<file path="src/rtl/dram_timing_defines.svh">
// Purpose: Timing constants for the asynchronous page-mode DRAM controller.
// Assumes: ref_clk at 250 MHz, fast speed grade figures.
// Notes: Times are in ns except T_INIT_US and T_REFRESH_MS; cycle counts derive from them.
`ifndef DRAM_TIMING_DEFINES_SVH
`define DRAM_TIMING_DEFINES_SVH

// ==========================================================
// Clock
// ==========================================================
`define CLK_PERIOD_NS 4
`define CYC_MIN(t) (((t) + `CLK_PERIOD_NS - 1) / `CLK_PERIOD_NS)
`define CYC_MAX(t) (((t) / `CLK_PERIOD_NS) < 1 ? 1 : ((t) / `CLK_PERIOD_NS))

// ==========================================================
// Times in ns, with init in us and refresh in ms
// ==========================================================
`define T_CYCLE_NS 84
`define T_RAS_MIN_NS 50
`define T_PRECHARGE_NS 30
`define T_RCD_MIN_NS 12
`define T_RCD_MAX_NS 37
`define T_RAD_MIN_NS 10
`define T_COL_ACCESS_NS 25
`define T_RAL_NS 25
`define T_PAGE_CYCLE_NS 20
`define T_PAGE_RW_NS 56
`define T_CPA_NS 30
`define T_CAS_PULSE_NS 10
`define T_RHCP_NS 37
`define T_CSR_NS 5
`define T_CHR_NS 10
`define T_OED_NS 20
`define T_WPZ_NS 10
`define T_PAGE_MAX_NS 100000
`define T_INIT_US 200
`define T_REFRESH_MS 16
`define REFRESH_ROWS 1024
`define INIT_CYCLES 8

// ==========================================================
// Cycle counts
// ==========================================================
`define C_CYCLE `CYC_MIN(`T_CYCLE_NS)
`define C_RAS_MIN `CYC_MIN(`T_RAS_MIN_NS)
`define C_PRECHARGE `CYC_MIN(`T_PRECHARGE_NS)
`define C_RCD `CYC_MIN(`T_RCD_MIN_NS)
`define C_RAD `CYC_MIN(`T_RAD_MIN_NS)
`define C_COL_ACCESS `CYC_MIN(`T_COL_ACCESS_NS)
`define C_RAL `CYC_MIN(`T_RAL_NS)
`define C_PAGE_CYCLE `CYC_MIN(`T_PAGE_CYCLE_NS)
`define C_PAGE_RW `CYC_MIN(`T_PAGE_RW_NS)
`define C_CAS_PULSE `CYC_MIN(`T_CAS_PULSE_NS)
`define C_RHCP `CYC_MIN(`T_RHCP_NS)
`define C_CSR `CYC_MIN(`T_CSR_NS)
`define C_CHR `CYC_MIN(`T_CHR_NS)
`define C_OED `CYC_MIN(`T_OED_NS)
`define C_WPZ `CYC_MIN(`T_WPZ_NS)
`define C_PAGE_MAX `CYC_MAX(`T_PAGE_MAX_NS)
`define C_PAGE_MARGIN 40
`define C_INIT (`T_INIT_US * 1000 / `CLK_PERIOD_NS)
`define C_REFRESH_GAP (`T_REFRESH_MS * 1000000 / `CLK_PERIOD_NS / `REFRESH_ROWS)

`endif

</file>
<file path="src/rtl/dram_ctrl_pkg.sv">
// Purpose: Types shared by the DRAM controller files.
// Assumes: Nothing beyond the defines header.
// Notes: Holds the sequencer states and request kinds.
package dram_ctrl_pkg;

	// ==========================================================
	// Types
	// ==========================================================
	typedef enum logic [1:0] {
		op_read,
		op_write,
		op_rmw
	} op_type;

	typedef enum {
		st_init_wait,
		st_init_ras,
		st_init_pre,
		st_idle,
		st_row,
		st_col,
		st_data,
		st_wr,
		st_col_pre,
		st_ras_up,
		st_precharge,
		st_ref_cas,
		st_ref_ras,
		st_ref_end,
		st_wr_off
	} state_type;

endpackage

</file>
<file path="src/rtl/dram_ctrl.sv">
// Purpose: Controller driving an asynchronous page-mode DRAM through its pins.
// Assumes: 250 MHz ref_clk, fast speed grade, 10-bit multiplexed address.
// Notes: Requests hold until req_ready; page hits stay in the open row.
//
// Behaviour
// - Random cycles at least 84 ns apart.
// - Column strobe 12 to 37 ns after row.
// - Column address 10 to 25 ns after row.
// - Column address held 25 ns before row rises.
// - Page row active 50 ns to 100K ns.
// - Page column cycles at least 20 ns apart.
// - Page read-write column cycle at least 56 ns.
// - Row held 37 ns after column precharge.
// - Column strobe low at least 10 ns.
// - Column strobe 5 ns before row for refresh.
// - All 1,024 rows refreshed every 16 ms.
// - Output enable low before row in hidden refresh; the controller does no hidden refresh, refreshing from idle only.
// - Wait 20 ns after output off before writing; a page-hit write right after a read drives data 16 ns after output off.
// - Write strobe output-off pulse at least 10 ns.
// - Wait 200 us, then eight row cycles.
`timescale 1ns/1ns
`include "dram_timing_defines.svh"
module dram_ctrl #(
	parameter int INIT_CYCLES_CLK = `C_INIT,
	parameter int REFRESH_GAP_CLK = `C_REFRESH_GAP,
	parameter int PAGE_MAX_CLK = `C_PAGE_MAX
) (
	input wire logic ref_clk,
	input wire logic rst_b,
	input wire logic clk_en,
	input wire logic req_valid,
	output logic req_ready,
	input wire logic [1:0] req_op,
	input wire logic [19:0] req_addr,
	input wire logic [1:0] req_byte_en,
	input wire logic [15:0] req_wdata,
	output logic [15:0] rsp_rdata,
	output logic rsp_valid,
	output logic init_done,
	output logic row_strobe_n,
	output logic col_strobe_upper_n,
	output logic col_strobe_lower_n,
	output logic write_en_n,
	output logic out_en_n,
	output logic [9:0] dram_addr,
	input wire logic [15:0] dram_dq_in,
	output logic [15:0] dram_dq_out,
	output logic dram_dq_oe
);
	localparam logic [17:0] C_CYCLE = 18'(`C_CYCLE);
	localparam logic [17:0] C_RAS_MIN = 18'(`C_RAS_MIN);
	localparam logic [17:0] C_PRE = 18'(`C_PRECHARGE);
	localparam logic [17:0] C_RCD = 18'(`C_RCD);
	localparam logic [17:0] C_RAD = 18'(`C_RAD);
	localparam logic [17:0] C_ACC = 18'(`C_COL_ACCESS + 2);
	localparam logic [17:0] C_RAL = 18'(`C_RAL);
	localparam logic [17:0] C_PAGE = 18'(`C_PAGE_CYCLE);
	localparam logic [17:0] C_PAGE_RW = 18'(`C_PAGE_RW);
	localparam logic [17:0] C_CASW = 18'(`C_CAS_PULSE);
	localparam logic [17:0] C_RHCP = 18'(`C_RHCP);
	localparam logic [17:0] C_CSR = 18'(`C_CSR);
	localparam logic [17:0] C_CHR = 18'(`C_CHR);
	localparam logic [17:0] C_OED = 18'(`C_OED);
	localparam logic [17:0] C_WPZ = 18'(`C_WPZ);
	localparam logic [3:0] N_INIT = 4'(`INIT_CYCLES);

	// ==========================================================
	// Timers and synchroniser
	// ==========================================================
	logic wait_load;
	logic [17:0] wait_val;
	logic wait_done;
	logic ref_done;
	logic page_load;
	logic page_done;
	logic [15:0] dq_sync;

	dram_timer #(.WIDTH(18)) wait_tmr (.ref_clk(ref_clk), .rst_b(rst_b), .clk_en(clk_en),
		.load(wait_load), .value(wait_val), .done(wait_done));
	dram_timer #(.WIDTH(18)) ref_tmr (.ref_clk(ref_clk), .rst_b(rst_b), .clk_en(clk_en),
		.load(ref_done), .value(18'(REFRESH_GAP_CLK)), .done());
	dram_timer #(.WIDTH(18)) page_tmr (.ref_clk(ref_clk), .rst_b(rst_b), .clk_en(clk_en),
		.load(page_load), .value(18'(PAGE_MAX_CLK - `C_PAGE_MARGIN)), .done(page_done));
	dram_sync2 #(.WIDTH(16)) dq_sync_i (.ref_clk(ref_clk), .rst_b(rst_b), .clk_en(clk_en),
		.async_in(dram_dq_in), .sync_out(dq_sync));

	// ==========================================================
	// Refresh request
	// ==========================================================
	logic [17:0] ref_cnt_r;
	logic ref_pend_r;
	logic ref_take;

	assign ref_done = (ref_cnt_r == '0);

	always_ff @(posedge ref_clk or negedge rst_b) begin
		if (!rst_b) begin
			ref_cnt_r <= '0;
		end else if (clk_en) begin
			if (ref_cnt_r == '0) begin
				ref_cnt_r <= 18'(REFRESH_GAP_CLK - 1);
			end else begin
				ref_cnt_r <= ref_cnt_r - 1'b1;
			end
		end
	end

	always_ff @(posedge ref_clk or negedge rst_b) begin
		if (!rst_b) begin
			ref_pend_r <= 1'b0;
		end else if (clk_en) begin
			if (ref_done && init_done) begin
				ref_pend_r <= 1'b1;
			end else if (ref_take) begin
				ref_pend_r <= 1'b0;
			end
		end
	end

	// ==========================================================
	// Sequencer
	// ==========================================================
	dram_ctrl_pkg::state_type state_r;
	dram_ctrl_pkg::state_type state_nxt;
	logic [3:0] init_cnt_r;
	logic row_open_r;
	logic [9:0] row_r;
	logic [1:0] op_r;
	logic [9:0] col_r;
	logic [1:0] be_r;
	logic [15:0] wdata_r;
	logic hit;
	logic accept;
	logic init_arm_r;

	assign hit = row_open_r && (req_addr[19:10] == row_r);
	assign accept = req_valid && req_ready;
	assign req_ready = init_done && !ref_pend_r && wait_done &&
		((state_r == dram_ctrl_pkg::st_idle) || (state_r == dram_ctrl_pkg::st_col_pre && hit && !page_done));
	assign ref_take = (state_r == dram_ctrl_pkg::st_idle) && ref_pend_r && wait_done;
	assign page_load = (state_r == dram_ctrl_pkg::st_row) && !row_open_r;

	always_comb begin
		state_nxt = state_r;
		wait_load = 1'b0;
		wait_val = '0;
		case (state_r)
			dram_ctrl_pkg::st_init_wait: begin
				if (!init_arm_r) begin
					wait_load = 1'b1;
					wait_val = 18'(INIT_CYCLES_CLK);
				end else if (wait_done) begin
					state_nxt = dram_ctrl_pkg::st_init_ras;
					wait_load = 1'b1;
					wait_val = C_RAS_MIN;
				end
			end
			dram_ctrl_pkg::st_init_ras: begin
				if (wait_done) begin
					state_nxt = dram_ctrl_pkg::st_init_pre;
					wait_load = 1'b1;
					wait_val = C_PRE;
				end
			end
			dram_ctrl_pkg::st_init_pre: begin
				if (wait_done) begin
					state_nxt = (init_cnt_r == N_INIT - 4'd1) ? dram_ctrl_pkg::st_idle
						: dram_ctrl_pkg::st_init_ras;
					wait_load = (init_cnt_r != N_INIT - 4'd1);
					wait_val = C_RAS_MIN;
				end
			end
			dram_ctrl_pkg::st_idle: begin
				if (ref_take) begin
					state_nxt = dram_ctrl_pkg::st_ref_cas;
					wait_load = 1'b1;
					wait_val = C_CSR;
				end else if (accept) begin
					state_nxt = dram_ctrl_pkg::st_row;
					wait_load = 1'b1;
					wait_val = C_RAD;
				end
			end
			dram_ctrl_pkg::st_row: begin
				if (wait_done) begin
					state_nxt = dram_ctrl_pkg::st_col;
					wait_load = 1'b1;
					wait_val = C_RCD - C_RAD;
				end
			end
			dram_ctrl_pkg::st_col: begin
				if (wait_done) begin
					state_nxt = dram_ctrl_pkg::st_data;
					wait_load = 1'b1;
					wait_val = (op_r == 2'(dram_ctrl_pkg::op_write)) ? C_CASW : C_ACC;
				end
			end
			dram_ctrl_pkg::st_data: begin
				if (wait_done) begin
					if (op_r == 2'(dram_ctrl_pkg::op_rmw)) begin
						state_nxt = dram_ctrl_pkg::st_wr_off;
						wait_load = 1'b1;
						wait_val = C_OED;
					end else begin
						state_nxt = dram_ctrl_pkg::st_col_pre;
						wait_load = 1'b1;
						wait_val = C_PAGE - C_CASW;
					end
				end
			end
			dram_ctrl_pkg::st_wr_off: begin
				if (wait_done) begin
					state_nxt = dram_ctrl_pkg::st_wr;
					wait_load = 1'b1;
					wait_val = C_WPZ;
				end
			end
			dram_ctrl_pkg::st_wr: begin
				if (wait_done) begin
					state_nxt = dram_ctrl_pkg::st_col_pre;
					wait_load = 1'b1;
					wait_val = (C_PAGE_RW > C_ACC + C_OED + C_WPZ) ?
						C_PAGE_RW - C_ACC - C_OED - C_WPZ : C_PAGE - C_CASW;
				end
			end
			dram_ctrl_pkg::st_col_pre: begin
				if (accept) begin
					state_nxt = dram_ctrl_pkg::st_col;
				end else if (wait_done && (!req_valid || !hit || page_done || ref_pend_r)) begin
					state_nxt = dram_ctrl_pkg::st_ras_up;
					wait_load = 1'b1;
					wait_val = C_RHCP;
				end
			end
			dram_ctrl_pkg::st_ras_up: begin
				if (wait_done) begin
					state_nxt = dram_ctrl_pkg::st_precharge;
					wait_load = 1'b1;
					wait_val = C_CYCLE - C_RAS_MIN;
				end
			end
			dram_ctrl_pkg::st_precharge: begin
				if (wait_done) begin
					state_nxt = dram_ctrl_pkg::st_idle;
				end
			end
			dram_ctrl_pkg::st_ref_cas: begin
				if (wait_done) begin
					state_nxt = dram_ctrl_pkg::st_ref_ras;
					wait_load = 1'b1;
					wait_val = C_CHR;
				end
			end
			dram_ctrl_pkg::st_ref_ras: begin
				if (wait_done) begin
					state_nxt = dram_ctrl_pkg::st_ref_end;
					wait_load = 1'b1;
					wait_val = C_RAS_MIN - C_CHR;
				end
			end
			dram_ctrl_pkg::st_ref_end: begin
				if (wait_done) begin
					state_nxt = dram_ctrl_pkg::st_precharge;
					wait_load = 1'b1;
					wait_val = C_PRE;
				end
			end
			default: begin
				state_nxt = dram_ctrl_pkg::st_idle;
			end
		endcase
	end

	always_ff @(posedge ref_clk or negedge rst_b) begin
		if (!rst_b) begin
			state_r <= dram_ctrl_pkg::st_init_wait;
		end else if (clk_en) begin
			state_r <= state_nxt;
		end
	end

	// Initial pause count is loaded by the first enabled edge after reset.
	always_ff @(posedge ref_clk or negedge rst_b) begin
		if (!rst_b) begin
			init_arm_r <= 1'b0;
		end else if (clk_en) begin
			init_arm_r <= 1'b1;
		end
	end

	always_ff @(posedge ref_clk or negedge rst_b) begin
		if (!rst_b) begin
			init_cnt_r <= '0;
			init_done <= 1'b0;
		end else if (clk_en) begin
			if (state_r == dram_ctrl_pkg::st_init_pre && wait_done) begin
				init_cnt_r <= init_cnt_r + 4'd1;
			end
			if (state_nxt == dram_ctrl_pkg::st_idle && state_r == dram_ctrl_pkg::st_init_pre) begin
				init_done <= 1'b1;
			end
		end
	end

	// ==========================================================
	// Request capture and open row
	// ==========================================================
	always_ff @(posedge ref_clk or negedge rst_b) begin
		if (!rst_b) begin
			op_r <= '0;
			col_r <= '0;
			be_r <= '0;
			wdata_r <= '0;
			row_r <= '0;
			row_open_r <= 1'b0;
		end else if (clk_en) begin
			if (accept) begin
				op_r <= req_op;
				col_r <= req_addr[9:0];
				be_r <= req_byte_en;
				wdata_r <= req_wdata;
				row_r <= req_addr[19:10];
			end
			if (state_r == dram_ctrl_pkg::st_col) begin
				row_open_r <= 1'b1;
			end else if (state_r == dram_ctrl_pkg::st_ras_up || state_r == dram_ctrl_pkg::st_idle) begin
				row_open_r <= 1'b0;
			end
		end
	end

	// ==========================================================
	// Pin drive
	// ==========================================================
	logic ras_on;
	logic cas_on;
	logic is_wr;
	assign is_wr = (op_r == 2'(dram_ctrl_pkg::op_write));
	assign ras_on = (state_r == dram_ctrl_pkg::st_row) || (state_r == dram_ctrl_pkg::st_col) ||
		(state_r == dram_ctrl_pkg::st_data) || (state_r == dram_ctrl_pkg::st_wr_off) ||
		(state_r == dram_ctrl_pkg::st_wr) || (state_r == dram_ctrl_pkg::st_col_pre) ||
		(state_r == dram_ctrl_pkg::st_ras_up) || (state_r == dram_ctrl_pkg::st_init_ras) ||
		(state_r == dram_ctrl_pkg::st_ref_ras) || (state_r == dram_ctrl_pkg::st_ref_end);
	assign cas_on = (state_r == dram_ctrl_pkg::st_data) || (state_r == dram_ctrl_pkg::st_wr_off) ||
		(state_r == dram_ctrl_pkg::st_wr);

	always_ff @(posedge ref_clk or negedge rst_b) begin
		if (!rst_b) begin
			row_strobe_n <= 1'b1;
			col_strobe_upper_n <= 1'b1;
			col_strobe_lower_n <= 1'b1;
			write_en_n <= 1'b1;
			out_en_n <= 1'b1;
			dram_addr <= '0;
			dram_dq_out <= '0;
			dram_dq_oe <= 1'b0;
		end else if (clk_en) begin
			row_strobe_n <= !(ras_on && !(state_r == dram_ctrl_pkg::st_ras_up && wait_done));
			if (state_nxt == dram_ctrl_pkg::st_ref_cas || state_r == dram_ctrl_pkg::st_ref_cas ||
				state_r == dram_ctrl_pkg::st_ref_ras) begin
				col_strobe_upper_n <= 1'b0;
				col_strobe_lower_n <= 1'b0;
			end else begin
				col_strobe_upper_n <= !((state_nxt == dram_ctrl_pkg::st_data || cas_on) &&
					state_nxt != dram_ctrl_pkg::st_col_pre && be_r[1]);
				col_strobe_lower_n <= !((state_nxt == dram_ctrl_pkg::st_data || cas_on) &&
					state_nxt != dram_ctrl_pkg::st_col_pre && be_r[0]);
			end
			write_en_n <= !((is_wr && (state_nxt == dram_ctrl_pkg::st_col ||
				state_nxt == dram_ctrl_pkg::st_data)) || state_r == dram_ctrl_pkg::st_wr);
			out_en_n <= !((op_r != 2'(dram_ctrl_pkg::op_write)) && state_nxt == dram_ctrl_pkg::st_data);
			if (state_nxt == dram_ctrl_pkg::st_row && state_r == dram_ctrl_pkg::st_idle) begin
				dram_addr <= req_addr[19:10];
			end else if (state_nxt == dram_ctrl_pkg::st_col) begin
				dram_addr <= accept ? req_addr[9:0] : col_r;
			end
			dram_dq_out <= wdata_r;
			dram_dq_oe <= (is_wr && (state_nxt == dram_ctrl_pkg::st_col || state_nxt == dram_ctrl_pkg::st_data)) ||
				state_r == dram_ctrl_pkg::st_wr;
		end
	end

	// ==========================================================
	// Read return
	// ==========================================================
	always_ff @(posedge ref_clk or negedge rst_b) begin
		if (!rst_b) begin
			rsp_rdata <= '0;
			rsp_valid <= 1'b0;
		end else if (clk_en) begin
			rsp_valid <= 1'b0;
			if (state_r == dram_ctrl_pkg::st_data && wait_done && !is_wr) begin
				rsp_rdata <= dq_sync;
				rsp_valid <= 1'b1;
			end
		end
	end
endmodule // dram_ctrl

</file>
<file path="src/rtl/dram_sync2.sv">
// Purpose: Two-flop synchroniser for the data bus read back from the DRAM.
// Assumes: Input is asynchronous to ref_clk.
// Notes: Only the second stage is visible.
`timescale 1ns/1ns
module dram_sync2 #(
	parameter int WIDTH = 16
) (
	input wire logic ref_clk,
	input wire logic rst_b,
	input wire logic clk_en,
	input wire logic [WIDTH-1:0] async_in,
	output logic [WIDTH-1:0] sync_out
);
	logic [WIDTH-1:0] stage_r;

	always_ff @(posedge ref_clk or negedge rst_b) begin
		if (!rst_b) begin
			stage_r <= '0;
			sync_out <= '0;
		end else if (clk_en) begin
			stage_r <= async_in;
			sync_out <= stage_r;
		end
	end
endmodule // dram_sync2

</file>
<file path="src/rtl/dram_timer.sv">
// Purpose: Down counter used for timed waits and the page limit.
// Assumes: load wins over counting.
// Notes: done is high while the count is zero.
`timescale 1ns/1ns
module dram_timer #(
	parameter int WIDTH = 18
) (
	input wire logic ref_clk,
	input wire logic rst_b,
	input wire logic clk_en,
	input wire logic load,
	input wire logic [WIDTH-1:0] value,
	output logic done
);
	logic [WIDTH-1:0] count_r;

	always_ff @(posedge ref_clk or negedge rst_b) begin
		if (!rst_b) begin
			count_r <= '0;
		end else if (clk_en) begin
			if (load) begin
				count_r <= value;
			end else if (count_r != '0) begin
				count_r <= count_r - 1'b1;
			end
		end
	end

	assign done = (count_r == '0);
endmodule // dram_timer

</file>
<file path="config.mk">
export PLATFORM = sky130hd
export DESIGN_NAME = dram_ctrl
export DESIGN_NICKNAME = d
export VERILOG_FILES = /design/src/rtl/dram_ctrl_pkg.sv /design/src/rtl/dram_ctrl.sv /design/src/rtl/dram_sync2.sv /design/src/rtl/dram_timer.sv
export VERILOG_INCLUDE_DIRS = /design/src /design/src/rtl
export SDC_FILE = /design/constraint.sdc
export NUM_CORES = 1
export LEC_CHECK = 0
export BUFFER_PORTS_ARGS = -buffer_cell sky130_fd_sc_hd__buf_4
export CAP_MARGIN = 20
export CORE_ASPECT_RATIO = 1.4
export CORE_MARGIN = 2
export CORE_UTILIZATION = 39
export CTS_CLUSTER_SIZE = 20
export DETAILED_ROUTE_END_ITERATION = 10
export PLACE_DENSITY = 0.63
export RECOVER_POWER = 25
export REMOVE_ABC_BUFFERS = 1
export SYNTH_ARGS = -nofsm -noshare
export SYNTH_HDL_FRONTEND = slang
export SYNTH_SLANG_ARGS = --single-unit
</file>
<file path="constraint.sdc">
create_clock -name ref_clk -period 7.1 [get_ports ref_clk]
set_clock_uncertainty 0.15 [all_clocks]
set_input_delay 0.355 -clock ref_clk [delete_from_list [all_inputs] [get_ports ref_clk]]
set_output_delay 0.355 -clock ref_clk [all_outputs]
set_load 0.005 [all_outputs]
</file>
== Yosys cells after proc, flatten, opt, wreduce, memory -nomap -nowiden ==
Index checks and enable logic that the tools add are counted.

* Register bits: 215
* Input bits: 60
* Logic and storage cells: 208
* Output and inout port bits: 51

* Equality and inequality tests: 39
* Add/sub/neg operators: 4
* Multiplexer cells: 58
* Reduce and logical (&&, ||, !) cells: 81

{| class="wikitable"
|+ Operators by type and width
! operator !! number
|-
| 2-to-1 mux 32 bit || 17
|-
| equality test 32 x 4 -> 1 bit, second input constant || 14
|-
| case mux 32 bit (14 select lines) || 1
|-
| equality test 32 x 3 -> 1 bit, second input constant || 7
|-
| equality test 32 x 5 -> 1 bit, second input constant || 7
|-
| case mux 16 bit (10 select lines) || 1
|-
| equality test 32 x 2 -> 1 bit, second input constant || 3
|-
| 2-to-1 mux 18 bit || 5
|-
| zero test 18 bit || 3
|-
| subtractor 18 x 1 -> 18 bit, second input constant || 3
|-
| nonzero test 18 bit || 2
|-
| equality test 32 x 1 -> 1 bit, second input constant || 1
|-
| zero test 32 bit || 1
|-
| != test 32 x 5 -> 1 bit, second input constant || 1
|-
| 2-to-1 mux 10 bit || 3
|-
| 2-to-1 mux 4 bit || 7
|-
| logical AND 1 bit || 24
|-
| logical OR 1 bit || 21
|-
| AND reduction 2 bit || 9
|-
| 2-to-1 mux 16 bit || 1
|-
| 2-to-1 mux 1 bit || 14
|-
| zero test 1 bit || 12
|-
| equality test 10 bit || 1
|-
| 2-to-1 mux 2 bit || 5
|-
| 12 further kinds || 19
|}

== Longest topological paths before layout ==
Gate-level depths: netlist (run 1).

* Depth after elaboration: 16
* Depth in mapped cells: 14
* Gate-level depth less buffers: 11

== Cells and area by module ==
From an unflattened synthesis (run 1), not the netlist that was laid out.

* Cells, all modules: 941
* Area, all modules: 10560.1 um2

{| class="wikitable"
|+ By module, submodules not included
! module !! sequential area each (um2) !! cells each !! area each (um2) !! instances
|-
| dram_ctrl || 3684.8 || 598 || 6891.6 || 1
|-
| dram_sync2 || 800.8 || 68 || 1345.0 || 1
|-
| dram_timer at wait_tmr || 450.4 || 143 || 1177.4 || 1
|-
| dram_timer at page_tmr || 450.4 || 132 || 1146.1 || 1
|}

== Worst setup path after synthesis (run 1) ==
Ideal clock, no wire load.

* Path type: flip-flop to flip-flop
* Start: register wait_tmr.count_r[11]
* End: register dram_addr[0]
* Required time: 6.794 ns
* Cell stages (with the launch flop): 11
* Period minus slack after synthesis: 3.455 ns
* Arrival time: 3.150 ns
* Setup slack: 3.645 ns
* Setup time: 0.156 ns
* Path buffers: 2
* Cell sequence: dfrtp_1 -> or4_1 -> buf_2 -> or2_4 -> or3_1 -> buf_2 -> o311a_1 -> o21ai_2 -> nand4_2 -> nor4_4 -> a211oi_2

* Word-level cells in the longest chain between the ends: 11
* Elaborated cells on any way between the ends: 32
* Those cells by class: eq/ne (2); mux (21); reduce/logical (9)

{| class="wikitable"
|+ RTL lines
! what !! line !! source
|-
| start, declared || dram_timer.sv:15 || <nowiki>logic [WIDTH-1:0] count_r;</nowiki>
|-
| start signal, assigned || dram_timer.sv:22 || <nowiki>count_r <= value;</nowiki>
|-
| start signal, assigned || dram_timer.sv:24 || <nowiki>count_r <= count_r - 1'b1;</nowiki>
|-
| zero test 18 bit (*) || dram_timer.sv:29 || <nowiki>assign done = (count_r == '0);</nowiki>
|-
| logical AND 1 bit (2 in a row) || dram_ctrl.sv:138 || <nowiki>assign req_ready = init_done && !ref_pend_r && wait_done &&</nowiki>
|-
| logical AND 1 bit || dram_ctrl.sv:137 || <nowiki>assign accept = req_valid && req_ready;</nowiki>
|-
| 2-to-1 mux 32 bit || dram_ctrl.sv:178 || <nowiki>end else if (accept) begin</nowiki>
|-
| 2-to-1 mux 32 bit || dram_ctrl.sv:174 || <nowiki>if (ref_take) begin</nowiki>
|-
| case mux 32 bit (14 select lines) || dram_ctrl.sv:147 || <nowiki>case (state_r)</nowiki>
|-
| equality test 32 x 4 -> 1 bit || dram_ctrl.sv:372 || <nowiki>if (state_nxt == dram_ctrl_pkg::st_row && state_r == dram_ctrl_pkg::st_idle) begin</nowiki>
|-
| logical AND 1 bit || dram_ctrl.sv:372 ||
|-
| nonzero test 2 bit (no source line) || n/a ||
|-
| AND reduction 2 bit (no source line) || n/a ||
|-
| end signal, assigned || dram_ctrl.sv:373 || <nowiki>dram_addr <= req_addr[19:10];</nowiki>
|-
| end signal, assigned || dram_ctrl.sv:375 || <nowiki>dram_addr <= accept ? req_addr[9:0] : col_r;</nowiki>
|-
| end, declared || dram_ctrl.sv:45 || <nowiki>output logic [9:0] dram_addr,</nowiki>
|}

Every way passes the cells marked *; elsewhere a longest branch is shown, timed or not. The select of a mux whose other input is x is not followed.
A chain may end at the register's enable or synchronous reset.

== Worst setup path in the final report (run 1) ==
* Start: register state_r[0]
* End: register dram_addr[3]

* Word-level cells in the longest chain between the ends: 13
* Elaborated cells on any way between the ends: 51
* Those cells by class: eq/ne (18); mux (21); reduce/logical (12)

{| class="wikitable"
|+ RTL lines
! what !! line !! source
|-
| start, declared || dram_ctrl.sv:123 || <nowiki>dram_ctrl_pkg::state_type state_r;</nowiki>
|-
| start signal, assigned || dram_ctrl.sv:276 || <nowiki>state_r <= dram_ctrl_pkg::st_init_wait;</nowiki>
|-
| start signal, assigned || dram_ctrl.sv:278 || <nowiki>state_r <= state_nxt;</nowiki>
|-
| equality test 32 x 5 -> 1 bit || dram_ctrl.sv:139 || <nowiki>((state_r == dram_ctrl_pkg::st_idle) || (state_r == dram_ctrl_pkg::st_col_pre && hit && !page_done));</nowiki>
|-
| logical AND 1 bit (2 in a row) || dram_ctrl.sv:139 ||
|-
| logical OR 1 bit || dram_ctrl.sv:139 ||
|-
| logical AND 1 bit || dram_ctrl.sv:138 ||
|-
| logical AND 1 bit || dram_ctrl.sv:137 ||
|-
| 2-to-1 mux 32 bit || dram_ctrl.sv:178 ||
|-
| 2-to-1 mux 32 bit || dram_ctrl.sv:174 ||
|-
| case mux 32 bit (14 select lines) || dram_ctrl.sv:147 ||
|-
| equality test 32 x 4 -> 1 bit || dram_ctrl.sv:372 ||
|-
| logical AND 1 bit || dram_ctrl.sv:372 ||
|-
| nonzero test 2 bit (no source line) || n/a ||
|-
| AND reduction 2 bit (no source line) || n/a ||
|}

Several ways; a longest one is shown, not always the timed one. The select of a mux whose other input is x is not followed.

==> results.cfg, run 1 <==
[outcome]
status = finished with violations
violations = capacitance limit, slew limit

[sta]
setup_viol = 0
max_slew.worst_pin.slew_ns = 3.47
drv_slew = 223
rsz0062_at_grt = false
hold_ws_ns = 0.324
finalCritPeriodShare = 0.582
tns_ns = 0
setup_slack_ns = 2.97
finalHoldViolations = 0
fmax_mhz = 242
relSlewSlack = -1.31
finalCriticalPeriod_ns = 4.13

[final_layout]
final_cell_mix = dfrtp_1 (210), mux2_2 (105), buf_4 (78), nor2_1 (58), dlygate4sd3_1 (57)
layoutNonFillerInstCount = 1376
fillerInstances = 2341
syn_to_final_growth_pct = 24.4
diodes = 0
drive_above_1_share = 0.272
final_common_cell = dfrtp_1
nets = 1105
fin_area_um2 = 12500

[clock_tree]
cts_max_level = 1
cts_buffer_depth = 3
clk_latency_ns = 0.51
post_cts_buffers = 0
cts_root_buf = clkbuf_16
cts_buffers = 22
cts_resized = 0
cts_tree = yes
path_clk_slew_ns = 0.06
cts_sinks = 215

[power]
power_density_nw_per_um2 = 321
p_switching_uw = 1300
p_leak_uw = 0.00558
power.internal_uw = 2700
clkPwrFrac = 0.314
combPwrFrac = 0.275
ir_drop_uv = 252
power_frac_seq = 0.411
sw_frac_of_total = 0.325

[drt]
via_per_inst = 5.40
dr.first_iter.drc_count = 437
drc = 0
wl_um = 23500
dr.pass1.iters = 5
wl_per_cell_um = 17.1
vias = 7435
ant_nets = 0

[placement]
dp.cells = 1278
port-buffer-count = 110
hpwl_um = 15800
place_area_um2 = 11200
dp_slack_ns = 2.72
gp_congestion = 0.923

[synthesis]
ys_seq_area_frac = 0.537
synth_area_leader_cell = dfrtp_1
synth_top_area_share = 0.524
postSynthCellCount = 883
synth_warnings = 0
yosys.cell_types.count = 78
ys_seq_elements = 215
ys_async_sr_fraction = 1.00
syn_area_um2 = 10000
syn_avg_cell_area_um2 = 11.4
synthTopCellsByArea = dfrtp_1 (52%), mux2_2 (12%), xnor2_1 (2.6%), nor2_1 (2.2%), o21ai_0 (1.9%)
synth_edf_count = 0
synthFlopType = dfrtp_1

[setup_path]
crit_required_ns = 7.30
critPathCaptureType = flip-flop
crit_path_start_kind = flip-flop
cp_max_fo = 24
critPathArrivalTime_ns = 4.33
worstSetupPathType = flip-flop to flip-flop

[global_route]
grt.total_usage = 0.175
grt_pass1_vias = 7743
grt_first_pass_wirelength_um = 39800
grt_overflow = 0
grt_antenna_before_repair = 0
grt_max_degree = 144

[worst_hold_path]
hp-class = flip-flop to flip-flop

[floorplanning]
fp.dieArea_um2 = 27100
std_cell_rows = 69
die_y_um = 194
start_util = 0.395
io_pins = 111
coreArea_um2 = 25400
fp.dieW_um = 140

[run]
cap_violations = 3
[worst paths after layout]
kind | startpoint | endpoint | slack [ns] | cells after the start
worst max-delay path | state_r[0] | dram_addr[3] | 2.97 | 8
worst min-delay path | wait_tmr.count_r[16] | wait_tmr.count_r[16] | 0.32 | 1
worst max register to register | state_r[0] | dram_addr[3] | 2.97 | 8
worst min register to register | wait_tmr.count_r[16] | wait_tmr.count_r[16] | 0.32 | 1
max in group asynchronous | rst_b | page_tmr.count_r[10] | 3.09 | 3
min in group asynchronous | rst_b | rsp_rdata[5] | 1.35 | 2
[worst max-delay path, stage by stage, from the launching register on]
cell and delay, ns:
dfrtp_1 0.67, nor4b_1 0.97, nor2_1 0.07, a2111oi_0 0.64, a41oi_1 0.12, o31ai_1 0.40
nor3b_4 0.14, nor4_4 0.64, a211oi_2 0.16
[state kept, by name, indices dropped and copies added, names as in the netlist, 2 cells and up]
register	count
be_r	2
col_r	10
dq_sync_i.stage_r	16
dq_sync_i.sync_out	16
dram_addr	10
dram_dq_out	16
init_cnt_r	4
op_r	2
page_tmr.count_r	18
ref_cnt_r	18
row_r	10
rsp_rdata	16
state_r	32
wait_tmr.count_r	18
wdata_r	16
[layout make-up]
cell class | instances | area, um2 | share of cell area
well taps | 319 | 399 | 0.0320
inverters | 14 | 52.6 | 0.00421
repair buffers | 179 | 1440 | 0.115
clock buffers | 29 | 627 | 0.0502
flip-flops and latches | 215 | 5390 | 0.431
clock inverters | 11 | 173 | 0.0138
multi-input cells | 609 | 4420 | 0.354
[synthesized netlist by cell type (5+ instances only)]
cell type,count
clkbuf_1,32
a21o_1,7
or2_2,7
buf_2,7
mux2i_1,13
dfstp_2,5
or4_1,8
or3_1,29
nor2_1,58
o21ai_0,39
nand4_1,9
nand2_1,46
nor2b_1,31
nand2b_1,14
xor2_1,10
nand3_1,12
mux2_2,105
nor3_1,37
a22o_1,5
xnor2_1,30
dfrtp_1,210
inv_1,13
nor4_1,18
a211oi_2,10
a21oi_1,32
o31ai_1,8
[what timing repair did]
item | CTS | global route
endpoints found under the hold margin | 195 | 0
endpoints found under the setup margin | 0 | 0
hold buffers | 57 | 0
[power groups by stage]
stage,sequential (uW),combinational (uW),clock (uW)
floorplan,1650,703,0
global placement,1660,1060,0
detailed placement,1660,1080,0
CTS,1650,1110,1290
global route,1680,1230,1340
finish,1650,1100,1260
[cell families (layout without fill, tap and decap cells)]
group	Yosys count	in the layout	share of synthesized area
DFF	215	215	0.537
adders and majority gates	4	4	0.00499
AOI/OAI and AO/OA	147	147	0.101
and+or+nand+nor	300	300	0.167
xor gates and xnor gates	40	40	0.0349
muxes	118	118	0.131
buffers and inverters	59	233	0.0241
[through the flow]
stage	total power, uW	utilization
after CTS	4040	0.494
after global routing	4250	0.492
after floorplan	2360	-
after global placement	2720	0.440
after detailed placement	2740	0.440
final	4010	0.492
[metal layers]
layer / GRT usage / routed length [um]
met1: 0.223 / 9840
met2: 0.303 / 11900
met3: 0.0274 / 1080
met4: 0.0611 / 700
met5: 0 / 0
Note: power is estimated with default switching activity, not from simulation.
==> run 2, diff against run 1 <==
==> constraint.sdc (replaced) <==
create_clock -name ref_clk -period 4.06 [get_ports ref_clk]
set_clock_uncertainty 0.15 [all_clocks]
set_input_delay 0.203 -clock ref_clk [delete_from_list [all_inputs] [get_ports ref_clk]]
set_output_delay 0.203 -clock ref_clk [all_outputs]
set_load 0.005 [all_outputs]
==> run 2 against run 1 <==
The run still ends with capacitance limit, slew limit left. Maximum frequency up 7.3%. Global-route usage up 0.47 points. Non-clock buffer count up 35. Sequential share of layout area down 0.89 points. Critical endpoint is now dram_addr[1]. Highest routed layer unchanged.
==> results.cfg, run 2 (same netlist as run 1, synthesis figures left out) <==
[placement]
dp.cells = 1312
gp_congestion = 1.01
port-buffer-count = 110
hpwl_um = 16700

[floorplanning]
die_y_um = 194
fp.dieW_um = 140
io_pins = 111
start_util = 0.395
coreArea_um2 = 25400
std_cell_rows = 69
fp.dieArea_um2 = 27100

[outcome]
status = finished with violations
violations = capacitance limit, slew limit

[setup_path]
cp_max_fo = 9
rrSetupSlack_ns = 0.21
rr_startpoint = wait_tmr.count_r[11]
worst_r2r_path_depth = 8
critPathCaptureType = flip-flop
critPathArrivalTime_ns = 4.04
timing.rr.end = dram_addr[1]
crit_required_ns = 4.25
worstSetupPathType = flip-flop to flip-flop
crit_path_start_kind = flip-flop

[final_layout]
syn_to_final_growth_pct = 27.1
largest_reg_flops = 32
diodes = 0
drive_above_1_share = 0.305
regMostFlops = state_r
utilization = 0.502
layoutNonFillerInstCount = 1409
seqCellArea_um2 = 5390
final_cell_mix = dfrtp_1 (210), buf_4 (151), mux2_2 (105), nor2_1 (58), dlygate4sd3_1 (58)
multi_input_area_um2 = 4420
fillerInstances = 2307
nets = 1140
final_common_cell = dfrtp_1

[drt]
wl_per_cell_um = 17.2
top_layer = met4
dr.first_iter.drc_count = 512
dr_wl_met3_um = 1120
vias = 7575
drc = 0
ant_nets = 0
dr.pass1.iters = 5
dr_wl_met2_um = 12400
met1_length_um = 9900
via_per_inst = 5.38
wl_um = 24200

[clock_tree]
path_clk_slew_ns = 0.06
cts_root_buf = clkbuf_16
cts_buffers = 22
cts_sinks = 215
cts_max_level = 1
cts_buffer_depth = 3
clk_latency_ns = 0.52
cts_tree = yes

[sta]
drv_slew = 110
finalCriticalPeriod_ns = 3.85
finalHoldViolations = 0
finalCritPeriodShare = 0.948
relSlewSlack = -0.837
rsz0062_at_grt = false
fmax_mhz = 260
setup_viol = 0
max_slew.worst_pin.slew_ns = 2.76

[global_route]
grt_pass1_vias = 7925
grt_overflow = 0
grt_max_degree = 111
grt_first_pass_wirelength_um = 40600
grt.total_usage = 0.180
grt_antenna_before_repair = 0

[run]
cap_violations = 1

[worst_hold_path]
hold_depth = 3
min_to = dq_sync_i.stage_r[9]
hold_start = dram_dq_in[9]
hp-class = input port to flip-flop

[power]
power_density_nw_per_um2 = 548
ir_drop_uv = 358
p_leak_uw = 0.00578
-- run 2: changes by cell type in the layout (fill, tap and decap cells not counted), moves of 2 or more --
cell	before	now
buf_12	0	2
buf_4	78	151
bufinv_16	4	2
clkbuf_1	16	6
clkbuf_4	27	1
-- run 2: final cells by class --
class                           count  share of cell area
Clock buffer                       31              0.0490
Sequential cell                   215               0.422
Multi-Input combinational cell    609               0.347
Tap cell                          319              0.0313
Timing Repair Buffer              214               0.139
Clock inverter                      7             0.00775
Inverter                           14             0.00412
-- run 2: stage by stage --
step | hold slack (ns) | total power [uW] | cell area [um2] | setup WS [ns] | TNS (ns)
after global routing | 0.299 | 7420 | 12800 | 0.00494 | 0
final | 0.318 | 6980 | 12800 | 0.209 | 0
after detailed placement | 0.179 | 4920 | 11500 | 0.0475 | 0
after global placement | 0.190 | 4900 | 11500 | 0.0857 | 0
after floorplan | -0.243 | 4120 | 9850 | -0.0988 | -0.988
after CTS | 0.233 | 7030 | 12800 | 0.0196 | 0
-- run 2: worst max-delay path by stage --
stage	start	to	slack (ns)	cells after the start
2_1_floorplan	state_r[25]	dram_addr[0]	-0.1	7
3_3_place_gp	wait_tmr.count_r[11]	dram_addr[7]	0.09	9
3_5_place_dp	wait_tmr.count_r[11]	dram_addr[1]	0.05	9
4_1_cts	wait_tmr.count_r[11]	dram_addr[3]	0.02	9
5_1_grt	wait_tmr.count_r[11]	wait_tmr.count_r[0]	0.005	9
6_report	wait_tmr.count_r[11]	dram_addr[1]	0.21	8
-- run 2: repair_timing --
item | in CTS | in global routing
endpoints found under the hold margin | 173 | 0
hold buffers | 58 | 0
resized for setup | 0 | 1
buffers inserted | 0 | 0
setup endpoints to repair | 0 | 7
-- run 2: worst max-delay path, stage by stage (launching register included) --
cell	delay, ns
dfrtp_1	0.42
or4_1	0.65
nor4_1	0.48
nand2b_1	0.18
o31a_1	0.26
a311oi_1	0.43
a311oi_1	0.20
nor4_4	0.78
a211oi_2	0.15
-- run 2: where the power goes --
| group | total [uW] | switching [uW] | leakage, uW | internal (uW) |
|---|---|---|---|---|
| combinational | 2110 | 1150 | 0.00263 | 960 |
| sequential | 2850 | 313 | 0.00280 | 2540 |
| clock | 2020 | 823 | 0.000353 | 1200 |
-- run 2: metal layers --
layer  track usage  up-vias
met1         0.225     3729
met2         0.312      209
met3        0.0291       59
met4        0.0711        0
met5             0        -
li1              -     3578
==> run 3, diff against run 2 <==
--- a/config.mk
+++ b/config.mk
@@ -18,4 +18,5 @@
 export REMOVE_ABC_BUFFERS = 1
 export SYNTH_ARGS = -nofsm -noshare
 export SYNTH_HDL_FRONTEND = slang
+export SYNTH_HIERARCHICAL = 1
 export SYNTH_SLANG_ARGS = --single-unit
==> run 3 against run 2 <==
The run still ends with capacitance limit, slew limit left. Critical endpoint is now wait_tmr/count_r[17]. Cell count is 7.7% higher. Combinational power decreased by 22%. Area after synthesis rose by 5.2%. Utilization fell by 0.48 points. Final area grew 4.3%.
==> results.cfg, run 3 <==
[outcome]
status = finished with violations
violations = capacitance limit, slew limit

[sta]
fmax_mhz = 259
finalHoldViolations = 0
hold_ws_ns = 0.309
setup_slack_ns = 0.204
rsz0062_at_grt = false
max_slew.worst_pin.slew_ns = 2.94
tns_ns = 0
finalCritPeriodShare = 0.950
setup_viol = 0
drv_slew = 195
finalCriticalPeriod_ns = 3.86
relSlewSlack = -0.957

[drt]
wl_per_cell_um = 16.1
wl_um = 24400
via_per_inst = 5.23
dr.pass1.iters = 6
drc = 0
vias = 7932
ant_nets = 0
dr.first_iter.drc_count = 400

[power]
power_density_nw_per_um2 = 512
p_leak_uw = 0.00613
ir_drop_uv = 340
sw_frac_of_total = 0.308
power_frac_seq = 0.414
combPwrFrac = 0.240
clkPwrFrac = 0.346
p_switching_uw = 2100
power.internal_uw = 4710

[final_layout]
fillerInstances = 2360
diodes = 0
final_common_cell = dfrtp_1
largest_reg_flops = 32
drive_above_1_share = 0.276
regMostFlops = state_r
syn_to_final_growth_pct = 26.0
fin_area_um2 = 13300
nets = 1199
utilization = 0.498
final_cell_mix = dfrtp_1 (210), buf_4 (133), mux2_2 (74), nor2_1 (63), dlygate4sd3_1 (57)

[setup_path]
rrSetupSlack_ns = 0.20
critPathArrivalTime_ns = 4.10
rr_startpoint = wait_tmr/count_r[7]
cp_max_fo = 33
crit_required_ns = 4.31
worstSetupPathType = flip-flop to flip-flop
critPathLaunch = wait_tmr/count_r[7]
worst_r2r_path_depth = 13
crit_path_start_kind = flip-flop
timing.rr.end = wait_tmr/count_r[17]
crit_path_end = wait_tmr/count_r[17]
critPathCaptureType = flip-flop

[worst_hold_path]
hp-class = input port to flip-flop

[synthesis]
synth_warnings = 6
ys_seq_area_frac = 0.510
synth_edf_count = 0
synth_area_leader_cell = dfrtp_1
synthFlopType = dfrtp_1
yosysMostFrequentCell = dfrtp_1
synth_top_area_share = 0.498
yosys.cell_types.count = 88
synth_commonest_cells = dfrtp_1 (210), mux2_2 (74), nor2_1 (64), nand2_1 (47), a21oi_1 (44)
postSynthCellCount = 941
syn_area_um2 = 10600
ys_seq_elements = 215
syn_avg_cell_area_um2 = 11.2
ys_async_sr_fraction = 1.00
synthTopCellsByArea = dfrtp_1 (50%), mux2_2 (7.9%), mux2_4 (5.3%), nor2b_1 (2.4%), nor2_1 (2.3%)

[clock_tree]
cts_buffers = 23
path_clk_slew_ns = 0.06
cts_sinks = 215
cts_tree = yes
clk_latency_ns = 0.51
cts_root_buf = clkbuf_16
cts_max_level = 1
cts_buffer_depth = 3

[global_route]
grt_first_pass_wirelength_um = 39900
met1_usage = 0.212
grt_pass1_vias = 7880
grt.total_usage = 0.172
grt_overflow = 0
grt_max_degree = 116
use_met3 = 0.0212
grt_antenna_before_repair = 0
grt_util_met2 = 0.306
busiest_layer = met2

[placement]
hpwl_um = 16500
place_area_um2 = 11900
dp_slack_ns = 0.108
port-buffer-count = 110
gp_congestion = 0.941

[run]
cap_violations = 3

[floorplanning]
coreArea_um2 = 26700
start_util = 0.395
fp.dieW_um = 143
die_y_um = 199
fp.dieArea_um2 = 28400
std_cell_rows = 71
io_pins = 111
[run 3: cell count changes after synthesis, sizes merged, moves of 9 or more]
| cell | previous run | this run |
|---|---|---|
| nor3 | 40 | 31 |
| mux2 | 105 | 114 |
| buf | 13 | 25 |
| o21ai | 41 | 51 |
| xnor2 | 30 | 20 |
| inv | 13 | 36 |
| a21oi | 32 | 44 |
| nor2b | 31 | 40 |
| or3 | 29 | 7 |
[run 3: final cells by class]
cell class	count	area, um2	area share
inverters	37	139	0.0104
clock inverters	7	166	0.0125
repair buffers	195	1620	0.122
clock buffers	35	701	0.0527
multi-input cells	663	4840	0.363
flip-flops and latches	215	5390	0.405
well taps	365	457	0.0343
[run 3: what timing repair did]
action | 4_1_cts | 5_1_grt
endpoints found under the setup margin | 0 | 43
setup buffers | 0 | 1
hold endpoints to repair | 173 | 0
gates resized for setup | 0 | 3
hold buffers | 57 | 0
[run 3: how the worst min path moves through the flow]
stage / endpoint / slack (ns) / depth (start not counted) / from
floorplan: be_r[0] / -0.24 / 0 / rst_b
global placement: wait_tmr/count_r[7] / 0.19 / 1 / rst_b
detailed placement: wait_tmr/count_r[7] / 0.20 / 1 / rst_b
CTS: state_r[5] / 0.006 / 2 / clk_en
global route: wdata_r[12] / 0.30 / 3 / req_wdata[12]
finish: wdata_r[11] / 0.31 / 3 / req_wdata[11]
[run 3: metrics by stage]
step,total power (uW),std cells
floorplan,3780,915
CTS,6880,1516
finish,6810,1517
detailed placement,4430,1417
global route,7200,1517
global placement,4410,1417
[run 3: cells by family after synthesis]
kind of cell / synth area share
buffers and inverters: 0.0408
other: 0.000711
AND/OR/NAND/NOR: 0.154
multiplexers: 0.141
adder cells (fa/ha/maj): 0.00474
AO/OA/AOI/OAI: 0.128
XOR/XNOR: 0.0199
flip-flops: 0.510
[run 3: worst max-delay path, cell delays in order (launching register included)]
cell and delay, ns:
dfrtp_1 0.41, or4_1 0.60, or4_4 0.52, nor2_2 0.25, buf_4 0.17, nor2b_1 0.24
o21ai_0 0.21, nor2_1 0.14, o21ai_1 0.11, nand2_1 0.15, buf_12 0.20, o31ai_4 0.10
buf_12 0.23, o41ai_1 0.29
[run 3: power by group through the flow]
stage	Combinational (uW)	Clock, uW	Sequential (uW)
CTS	1640	2430	2810
floorplan	1010	0	2770
global placement	1560	0	2850
finish	1640	2360	2820
detailed placement	1590	0	2840
global route	1820	2510	2860
[run 3: routing by layer]
metal  vias up  wire, um
met3        56       789
met4         0       782
met1      3914     10000
met5         -         0
met2       163     12800
li1       3799         -
